$ cat config.mk
export PLATFORM = sky130hd
export DESIGN_NAME = ffo_top
export DESIGN_NICKNAME = d
export VERILOG_FILES = /design/src/logic/ffo_pkg.sv /design/src/logic/ffo_pin_if.sv /design/src/logic/ffo_pin_sync.sv /design/src/logic/ffo_flag_buf.sv /design/src/logic/ffo_top.sv
export SDC_FILE = /design/constraint.sdc
export NUM_CORES = 1
export LEC_CHECK = 0
export ABC_AREA = 1
export BUFFER_PORTS_ARGS = -buffer_cell sky130_fd_sc_hd__buf_2
export CAP_MARGIN = 20
export CORE_MARGIN = 4
export CORE_UTILIZATION = 55
export CTS_CLUSTER_SIZE = 12
export DETAILED_ROUTE_END_ITERATION = 6
export GPL_TIMING_DRIVEN = 0
export PLACE_DENSITY = 0.74
export SYNTH_ARGS = -nofsm -noshare
export SYNTH_HDL_FRONTEND = slang
export SYNTH_HIERARCHICAL = 1
export SYNTH_SLANG_ARGS = --single-unit
$ cat constraint.sdc
create_clock -name sys_clk -period 4.5 [get_ports sys_clk]
set_clock_uncertainty 0.15 [all_clocks]
set_input_delay 0.9 -clock sys_clk [delete_from_list [all_inputs] [get_ports sys_clk]]
set_output_delay 0.9 -clock sys_clk [all_outputs]
set_load 0.05 [all_outputs]
$ cat src/logic/ffo_pkg.sv
// shared constants and types for the fifo flag offset block
package ffo_pkg;

    localparam int OFS_W = 12;
    localparam int CNT_W = 13;
    localparam int SYNC_W = 20;

    // offset value after reset, in words
    localparam logic [11:0] OFS_RESET = 12'h07F;
    // depth in standard and fall-through timing
    localparam logic [12:0] DEPTH_STD = 13'h1000;
    localparam logic [12:0] DEPTH_FT = 13'h1001;

    // bit positions inside the synchronised pin vector
    localparam int PIN_WCLK = 0;
    localparam int PIN_RCLK = 1;
    localparam int PIN_WSTB = 2;
    localparam int PIN_RSTB = 3;
    localparam int PIN_LOAD = 4;
    localparam int PIN_FL = 5;
    localparam int PIN_RXI = 6;
    localparam int PIN_WXI = 7;
    localparam int PIN_DATA = 8;

    // register stages for the boundary flags
    localparam logic [1:0] BUF_SINGLE = 2'h1;
    localparam logic [1:0] BUF_DOUBLE = 2'h2;
    localparam logic [1:0] BUF_TRIPLE = 2'h3;

    typedef enum logic [1:0] {
        FFO_SEL_EMPTY = 2'b01,
        FFO_SEL_FULL = 2'b10
    } ffo_sel_e;

endpackage

$ cat src/logic/ffo_pin_if.sv
// carrier for the synchronised pin levels
`timescale 1ns/1ps
interface ffo_pin_if;
    import ffo_pkg::*;
    logic [SYNC_W-1:0] level;
    modport src (output level);
    modport dst (input level);
endinterface

$ cat src/logic/ffo_pin_sync.sv
// three-stage synchroniser with agreement filter for all input pins
`timescale 1ns/1ps
module ffo_pin_sync (
    input wire logic sys_clk,
    input wire logic [ffo_pkg::SYNC_W-1:0] pins,
    ffo_pin_if.src sync
);
    import ffo_pkg::*;

    logic [SYNC_W-1:0] stage1;
    logic [SYNC_W-1:0] stage2;
    logic [SYNC_W-1:0] stage3;
    logic [SYNC_W-1:0] stable;

    always_ff @(posedge sys_clk) begin
        stage1 <= pins;
        stage2 <= stage1;
        stage3 <= stage2;
    end

    // a bit only moves once stages two and three agree
    genvar i;
    generate
        for (i = 0; i < SYNC_W; i++) begin : g_bit
            always_ff @(posedge sys_clk) begin
                if (stage2[i] == stage3[i]) begin
                    stable[i] <= stage3[i];
                end
            end
        end
    endgenerate

    assign sync.level = stable;
endmodule

$ cat src/logic/ffo_flag_buf.sv
// boundary flag register pipeline with selectable stage count
`timescale 1ns/1ps
module ffo_flag_buf (
    input wire logic sys_clk,
    input wire logic nrst,
    input wire logic adv,
    input wire logic raw,
    input wire logic [1:0] depth,
    output logic flag
);
    import ffo_pkg::*;

    logic [2:0] pipe;

    always_ff @(posedge sys_clk) begin
        if (!nrst) begin
            pipe <= 3'h7;
        end else if (adv) begin
            pipe <= {pipe[1:0], raw};
        end
    end

    // more stages trade latency for freedom from metastable boundaries
    assign flag = (depth == BUF_TRIPLE) ? pipe[2] :
                  (depth == BUF_DOUBLE) ? pipe[1] : pipe[0];
endmodule

$ cat src/logic/ffo_top.sv
// flag offset loading, readback and reset-time configuration
//
// Function
// - first load write edge stores data low bits into almost-empty offset.
// - next consecutive load write edge stores into almost-full offset.
// - third load edge writes almost-empty again; loads alternate.
// - raising load select resumes normal access; sequence continues later.
// - load read edges show almost-empty offset, then almost-full offset.
// - offset readback only in standard timing, never in fall-through.
// - async almost-empty falls on read edge, rises on write edge.
// - async almost-full falls on write edge, rises on read edge.
// - sync almost-empty changes only on read port edges.
// - sync almost-full changes only on write port edges.
// - timing and partial flag mode latched from straps during reset.
// - straps 001/101 give fall-through, triple buffered empty, double buffered full.
// - straps 000, 011 async, 100 sync: standard, single buffered.
// - straps 010 async, 110 sync: standard, double buffered.
// - straps 111 give standard, single buffered, asynchronous partial.
// - buffering applies only to empty and full boundary flags.
// - each extra buffer stage adds one port clock of flag delay.
// - both offsets reset to 127 words.
`timescale 1ns/1ps
module ffo_top (
    input wire logic sys_clk,
    input wire logic nrst,
    input wire logic write_port_clock,
    input wire logic read_port_clock,
    input wire logic write_strobe_low,
    input wire logic read_strobe_low,
    input wire logic offset_load_select,
    input wire logic [ffo_pkg::OFS_W-1:0] data_in_low_bits,
    input wire logic first_load_select,
    input wire logic read_chain_in,
    input wire logic write_chain_in,
    output logic [ffo_pkg::OFS_W-1:0] data_out_low_bits,
    output logic almost_empty_flag,
    output logic almost_full_flag,
    output logic empty_flag,
    output logic full_flag,
    output logic fall_through_timing
);
    import ffo_pkg::*;

    // ------------------------------------------------------------
    // pin synchronisation
    // ------------------------------------------------------------
    ffo_pin_if pin_bus ();

    ffo_pin_sync u_sync (
        .sys_clk(sys_clk),
        .pins({data_in_low_bits, write_chain_in, read_chain_in,
               first_load_select, offset_load_select, read_strobe_low,
               write_strobe_low, read_port_clock, write_port_clock}),
        .sync(pin_bus.src)
    );

    wire [SYNC_W-1:0] lvl = pin_bus.level;

    // ------------------------------------------------------------
    // port clock events
    // ------------------------------------------------------------
    // a port clock is only an oversampled level: it must stay high
    // and low for two sys_clk each, or two of its edges merge
    logic wclk_prev;
    logic rclk_prev;

    always_ff @(posedge sys_clk) begin
        wclk_prev <= lvl[PIN_WCLK];
        rclk_prev <= lvl[PIN_RCLK];
    end

    wire w_rise = lvl[PIN_WCLK] & ~wclk_prev;
    wire r_rise = lvl[PIN_RCLK] & ~rclk_prev;
    wire loading = ~lvl[PIN_LOAD];
    // strobes and data pass the same three stages as the port clocks,
    // so each edge is qualified by the levels that stood with it
    wire w_act = w_rise & ~lvl[PIN_WSTB];
    wire r_act = r_rise & ~lvl[PIN_RSTB];
    wire [OFS_W-1:0] din = lvl[PIN_DATA +: OFS_W];

    // ------------------------------------------------------------
    // configuration at reset
    // ------------------------------------------------------------
    logic cfg_ft;
    logic cfg_sync;
    logic [1:0] cfg_ebuf;
    logic [1:0] cfg_fbuf;

    wire [2:0] straps = {lvl[PIN_FL], lvl[PIN_RXI], lvl[PIN_WXI]};
    // strap patterns as first-load, read chain, write chain;
    // 000, 011 and 111 need no wire of their own, they take the
    // standard, single buffered, asynchronous defaults
    wire strap_001 = (straps == 3'h1);
    wire strap_010 = (straps == 3'h2);
    wire strap_100 = (straps == 3'h4);
    wire strap_101 = (straps == 3'h5);
    wire strap_110 = (straps == 3'h6);
    wire strap_ft = strap_001 | strap_101;
    // partial flags sync only for 100, 101, 110
    wire strap_sync = strap_100 | strap_101 | strap_110;
    wire strap_dbl = strap_010 | strap_110;
    wire [1:0] strap_ebuf = strap_ft ? BUF_TRIPLE :
                            (strap_dbl ? BUF_DOUBLE : BUF_SINGLE);
    wire [1:0] strap_fbuf = (strap_ft | strap_dbl) ? BUF_DOUBLE :
                            BUF_SINGLE;

    // caught while reset is held
    // every reset cycle samples them again, so the last one wins;
    // a strap moved outside reset waits for the next reset
    always_ff @(posedge sys_clk) begin
        if (!nrst) begin
            cfg_ft <= strap_ft;
            cfg_sync <= strap_sync;
            cfg_ebuf <= strap_ebuf;
            cfg_fbuf <= strap_fbuf;
        end
    end

    // ------------------------------------------------------------
    // offset registers and access sequencing
    // ------------------------------------------------------------
    logic [OFS_W-1:0] almost_empty_threshold;
    logic [OFS_W-1:0] almost_full_threshold;
    ffo_sel_e load_ptr;
    ffo_sel_e read_ptr;

    wire do_load = w_act & loading;
    wire do_rdback = r_act & loading & ~cfg_ft;
    wire [OFS_W-1:0] rdback_val = (read_ptr == FFO_SEL_EMPTY) ?
                                  almost_empty_threshold :
                                  almost_full_threshold;
    wire ffo_sel_e next_load_ptr = (load_ptr == FFO_SEL_EMPTY) ?
                                   FFO_SEL_FULL : FFO_SEL_EMPTY;
    wire ffo_sel_e next_read_ptr = (read_ptr == FFO_SEL_EMPTY) ?
                                   FFO_SEL_FULL : FFO_SEL_EMPTY;

    wire load_ae = do_load & (load_ptr == FFO_SEL_EMPTY);
    wire load_af = do_load & (load_ptr == FFO_SEL_FULL);

    always_ff @(posedge sys_clk) begin
        if (!nrst) begin
            almost_empty_threshold <= OFS_RESET;
        end else if (load_ae) begin
            almost_empty_threshold <= din;
        end
    end

    // a new offset moves the partial flags at their next port edge
    always_ff @(posedge sys_clk) begin
        if (!nrst) begin
            almost_full_threshold <= OFS_RESET;
        end else if (load_af) begin
            almost_full_threshold <= din;
        end
    end

    // pointers reset to empty offset, kept across load exits
    always_ff @(posedge sys_clk) begin
        if (!nrst) begin
            load_ptr <= FFO_SEL_EMPTY;
        end else if (do_load) begin
            load_ptr <= next_load_ptr;
        end
    end

    // readback keeps its own place, so loads and reads may interleave
    always_ff @(posedge sys_clk) begin
        if (!nrst) begin
            read_ptr <= FFO_SEL_EMPTY;
        end else if (do_rdback) begin
            read_ptr <= next_read_ptr;
        end
    end

    // readback onto the low output bits
    // the value read stays on the pins until the next readback
    always_ff @(posedge sys_clk) begin
        if (!nrst) begin
            data_out_low_bits <= 12'h000;
        end else if (do_rdback) begin
            data_out_low_bits <= rdback_val;
        end
    end

    // ------------------------------------------------------------
    // occupancy
    // ------------------------------------------------------------
    // no memory array here: only the count is kept, to drive the flags
    logic [CNT_W-1:0] count;
    // fall-through adds the output register to the depth
    wire [CNT_W-1:0] depth = cfg_ft ? DEPTH_FT : DEPTH_STD;
    wire is_full = (count == depth);
    wire is_empty = (count == 13'h0000);
    // strobes during loading leave occupancy alone
    // writes at full and reads at empty are dropped, not queued
    wire wr_word = w_act & ~loading & ~is_full;
    wire rd_word = r_act & ~loading & ~is_empty;
    // a write and a read in one cycle leave the count as it is
    wire [CNT_W-1:0] next_count = (wr_word & ~rd_word) ? count + 13'h0001 :
                                  (rd_word & ~wr_word) ? count - 13'h0001 :
                                  count;

    always_ff @(posedge sys_clk) begin
        if (!nrst) begin
            count <= 13'h0000;
        end else begin
            count <= next_count;
        end
    end

    // ------------------------------------------------------------
    // partial flags
    // ------------------------------------------------------------
    // thresholds follow the live offset registers
    // fall-through counts one more word before almost-empty clears
    wire [CNT_W-1:0] ae_lim = {1'b0, almost_empty_threshold} +
                              {12'h000, cfg_ft};
    wire [CNT_W-1:0] af_lim = depth - {1'b0, almost_full_threshold};
    wire ae_low = (next_count <= ae_lim);
    wire af_low = (next_count >= af_lim);

    // almost-empty: async drop on read, rise on write
    // a read and a write edge in one cycle: the read edge wins
    always_ff @(posedge sys_clk) begin
        if (!nrst) begin
            almost_empty_flag <= 1'b0;
        end else if (cfg_sync) begin
            if (r_rise) begin
                almost_empty_flag <= ~ae_low;
            end
        end else if (r_rise && ae_low) begin
            almost_empty_flag <= 1'b0;
        end else if (w_rise && !ae_low) begin
            almost_empty_flag <= 1'b1;
        end
    end

    // almost-full: async drop on write, rise on read
    // a read and a write edge in one cycle: the write edge wins
    always_ff @(posedge sys_clk) begin
        if (!nrst) begin
            almost_full_flag <= 1'b1;
        end else if (cfg_sync) begin
            if (w_rise) begin
                almost_full_flag <= ~af_low;
            end
        end else if (w_rise && af_low) begin
            almost_full_flag <= 1'b0;
        end else if (r_rise && !af_low) begin
            almost_full_flag <= 1'b1;
        end
    end

    // ------------------------------------------------------------
    // boundary flags
    // ------------------------------------------------------------
    logic empty_buf;
    logic full_buf;

    // only the boundary flags pass the stage pipeline
    // empty advances on read edges, full on write edges; both pipes
    // reset to 1 and hold their boundary until edges shift it out
    ffo_flag_buf u_ebuf (
        .sys_clk(sys_clk),
        .nrst(nrst),
        .adv(r_rise),
        .raw(next_count == 13'h0000),
        .depth(cfg_ebuf),
        .flag(empty_buf)
    );

    ffo_flag_buf u_fbuf (
        .sys_clk(sys_clk),
        .nrst(nrst),
        .adv(w_rise),
        .raw(next_count == depth),
        .depth(cfg_fbuf),
        .flag(full_buf)
    );

    // ------------------------------------------------------------
    // registered outputs
    // ------------------------------------------------------------
    // fall-through shows ready flags (high = empty/full), standard
    // shows active-low empty and full
    wire next_empty_flag = cfg_ft ? empty_buf : ~empty_buf;
    wire next_full_flag = cfg_ft ? full_buf : ~full_buf;

    // every pin leaves a flip-flop, so no decode glitch reaches the host
    always_ff @(posedge sys_clk) begin
        if (!nrst) begin
            empty_flag <= 1'b0;
            full_flag <= 1'b1;
            fall_through_timing <= 1'b0;
        end else begin
            empty_flag <= next_empty_flag;
            full_flag <= next_full_flag;
            fall_through_timing <= cfg_ft;
        end
    end
endmodule

==> flow_metrics.tcl <==
set metrics [dict create \
    status "complete, no violations" \
    crit_path_max_fanout 7 \
    fin_crit_sh 0.769 \
    crit_path_end_kind "flip-flop" \
    drt_iter0_markers 346 \
    r2r-end "almost_full_flag" \
    synth-edff-count 26 \
    synthTopCellsByCount "nand2_1 (243), dfxtp_1 (126), inv_1 (119)" \
    insertion_delay_ns 0.42 \
    seqCellArea_sq_um 3300 \
    grt_max_degree 17 \
    rows 40 \
    tightest_slew_ns 1.05 \
    cts-buffers-inserted 17 \
    critPathArrivalTime_ns 3.61 \
    holdCritStartpoint "u_sync/stage1[15]" \
    hold_class "reg2reg" \
    via_per_inst 5.02 \
    yosysTopAreaCell "dfxtp_1" \
    clkTransAtPathRegs_ns 0.07 \
    grt_first_pass_wirelength_um 23400 \
    yosys_warnings 6 \
    placedCellCount 1054 \
    maxSlewViolCount 0 \
    globalplace.congestion 0.985 \
    worst_hold_slack_ns 0.176 \
    drc 0 \
    cts_sinks 152 \
    synth_seq_cells 152 \
    syn-num-nets 906 \
    cts-resized-gates 0 \
    r2r_cells 18 \
    via_count 5452 \
    drt-pass1-iter-count 6 \
    core_sq_um 12100 \
    cts_hold_buf 0 \
    die_w_um 120 \
    drive_above_1_share 0.119 \
    ys.flop_type "dfxtp_1" \
    pin_count 39 \
    routedWlPerCell_um 12.8 \
    final_antenna_net_count 0 \
    cp_data_required_time_ns 4.64 \
    antenna_found_initial 0 \
    hold_path_depth 0 \
    yosysSeqAreaShare 0.480 \
    routed_wl_um 13900 \
    reg2reg_from "cfg_ft" \
    drv_cap 0 \
    total_power_mw 3.22 \
    path_class "reg2reg" \
    cp-start-kind "flip-flop" \
    crit_chain "buf_2 -> inv_2 -> ha_1 -> nor3_1 -> inv_1 -> nor3_1 -> nand2_1 -> nor3_1 -> nand3_1 -> xor2_1 -> ha_1 -> nand2_1 -> nor2_1 -> nand3_1 -> nand3_1 -> o21ai_0 -> nand2_1 -> nand2_1" \
    period_minus_slack_ns 3.46 \
    start_util 0.568 \
    max_stage_delay_ns 0.39 \
    n_fill_cell 1044 \
    cts_post_setup_buffers_inserted 0 \
    crit_slowest_cell "edfxtp_1" \
    setup_viol 0 \
    tns_ns 0 \
    rrSetupSlack_ns 1.04 \
    final_net_count 963 \
    cts_tree "built" \
    ys_types 42 \
    avgSynthCellArea_sq_um 8.11 \
    yosys.area.top_type_share 0.367 \
    hold_path_end "u_sync/stage2[15]" \
    synth_area_leaders "dfxtp_1 (37%), nand2_1 (13%), edfxtp_1 (11%), ha_1 (6.5%), inv_1 (6.5%)" \
    die_area_sq_um 14400 \
    cp_common_cell "nand2_1" \
    fmax_mhz 289 \
    antennaDiodeCount 0 \
    async_flop_share 0 \
    htree_levels 4 \
    rsz0062_at_grt "false" \
    multi_input_area_sq_um 2980 \
    syn_inst 848 \
    hold_viol 0 \
    grt_overflow 0 \
    busiest_layer "met2" \
    slew_headroom 0.295 \
    hpwl_um 10400 \
    die-height_um 120 \
    grt_use_total 0.204 \
    clock-root-buffer "clkbuf_16" \
    synth.cell_area_sq_um 6880 \
    layout.cells.non_filler 1086 \
    portBuffers 38 \
    grtUsageMet1 0.233 \
    grt_pass1_vias 5254 \
    syn_to_final_growth_pct 14.7 \
    met2_usage 0.362 \
    p_leak_nw 3.96 \
    power_density_nw_per_um2 408 \
    ir_drop_mv 0.326 \
    synth.most_common_cell "nand2_1" \
    fin_util 0.651 \
    clk_path_buf_depth 2 \
    use_met3 0.0424 \
]
-- cell families (layout without fill, tap and decap cells) --
| family | count (synthesis) | after routing | share of synthesized area |
|---|---|---|---|
| simple gates | 394 | 394 | 0.250 |
| flops | 152 | 152 | 0.480 |
| buf+inv | 146 | 216 | 0.0870 |
| compound gates | 92 | 92 | 0.0815 |
| fa+ha+maj | 36 | 36 | 0.0655 |
| xor+xnor | 28 | 28 | 0.0357 |
-- cell type report --
cell class,instances,share of cell area
buffer,22,0.0168
timing repair buffer,38,0.0241
inverter,124,0.0590
multi-input combinational,550,0.377
clock inverter,15,0.0235
tap,168,0.0266
sequential,152,0.419
clock buffer,17,0.0539
-- layout by cell type, fill, tap and decap left out, drive strengths merged, types with 2 or more instances in the layout --
master	count
dfxtp	126
clkbuf	28
nor2	62
o211ai	13
nand3b	2
inv	130
a211oi	2
buf	49
nor3	16
nand3	52
nand2	251
bufinv	2
clkinv	7
edfxtp	26
ha	36
a21oi	24
xor2	25
xnor2	3
a31oi	12
nand4	9
o21ai	34
-- critical path, delay by kind of cell (launching register included) --
| kind | cells | cell delay, ns |
|---|---|---|
| xor+xnor | 1 | 0.17 |
| compound gates | 1 | 0.08 |
| fa+ha+maj | 2 | 0.49 |
| buf+inv | 3 | 0.39 |
| flops | 1 | 0.39 |
| simple gates | 11 | 1.66 |
-- how the worst max path moves through the flow --
stage | to | start | slack, ns
finish | almost_full_flag | cfg_ft | 1.04
CTS | almost_full_flag | cfg_ft | 1.05
global placement | almost_full_flag | cfg_ft | 1.11
detailed placement | almost_full_flag | cfg_ft | 1.08
floorplan | almost_full_flag | cfg_ft | 1.67
global route | almost_full_flag | cfg_ft | 0.78
-- registers in the layout, summed over array words and instances (netlist names) --
register / cells
u_sync/stage3: 20
data_out_low_bits: 12
rclk_prev: 1
almost_empty_threshold: 12
full_flag: 1
cfg_sync: 1
fall_through_timing: 1
wclk_prev: 1
read_ptr: 2
empty_flag: 1
cfg_ebuf: 2
almost_full_flag: 1
cfg_ft: 1
cfg_fbuf: 2
almost_full_threshold: 12
u_sync/stage2: 20
u_sync/stage1: 20
u_sync/sync.level: 20
u_ebuf/pipe: 3
load_ptr: 2
count: 13
almost_empty_flag: 1
u_fbuf/pipe: 3
-- layer usage --
metal | vias up | routed length [um]
li1 | 2830 | -
met1 | 2460 | 6050
met2 | 124 | 6910
met3 | 38 | 502
met4 | 0 | 447
met5 | - | 0
-- through the flow --
stage	setup slack (ns)	cell area, sq um
after floorplan	1.67	6880
after global placement	1.11	7280
after detailed placement	1.08	7280
after CTS	1.05	7890
after global routing	0.777	7890
final	1.04	7890
-- power by group --
group	internal (mW)	switching [mW]	leakage, nW
sequential	1.44	0.0332	1.30
clock	0.842	0.605	0.303
combinational	0.110	0.194	2.37
total	2.39	0.832	3.96
(Power assumes the default switching activity.)
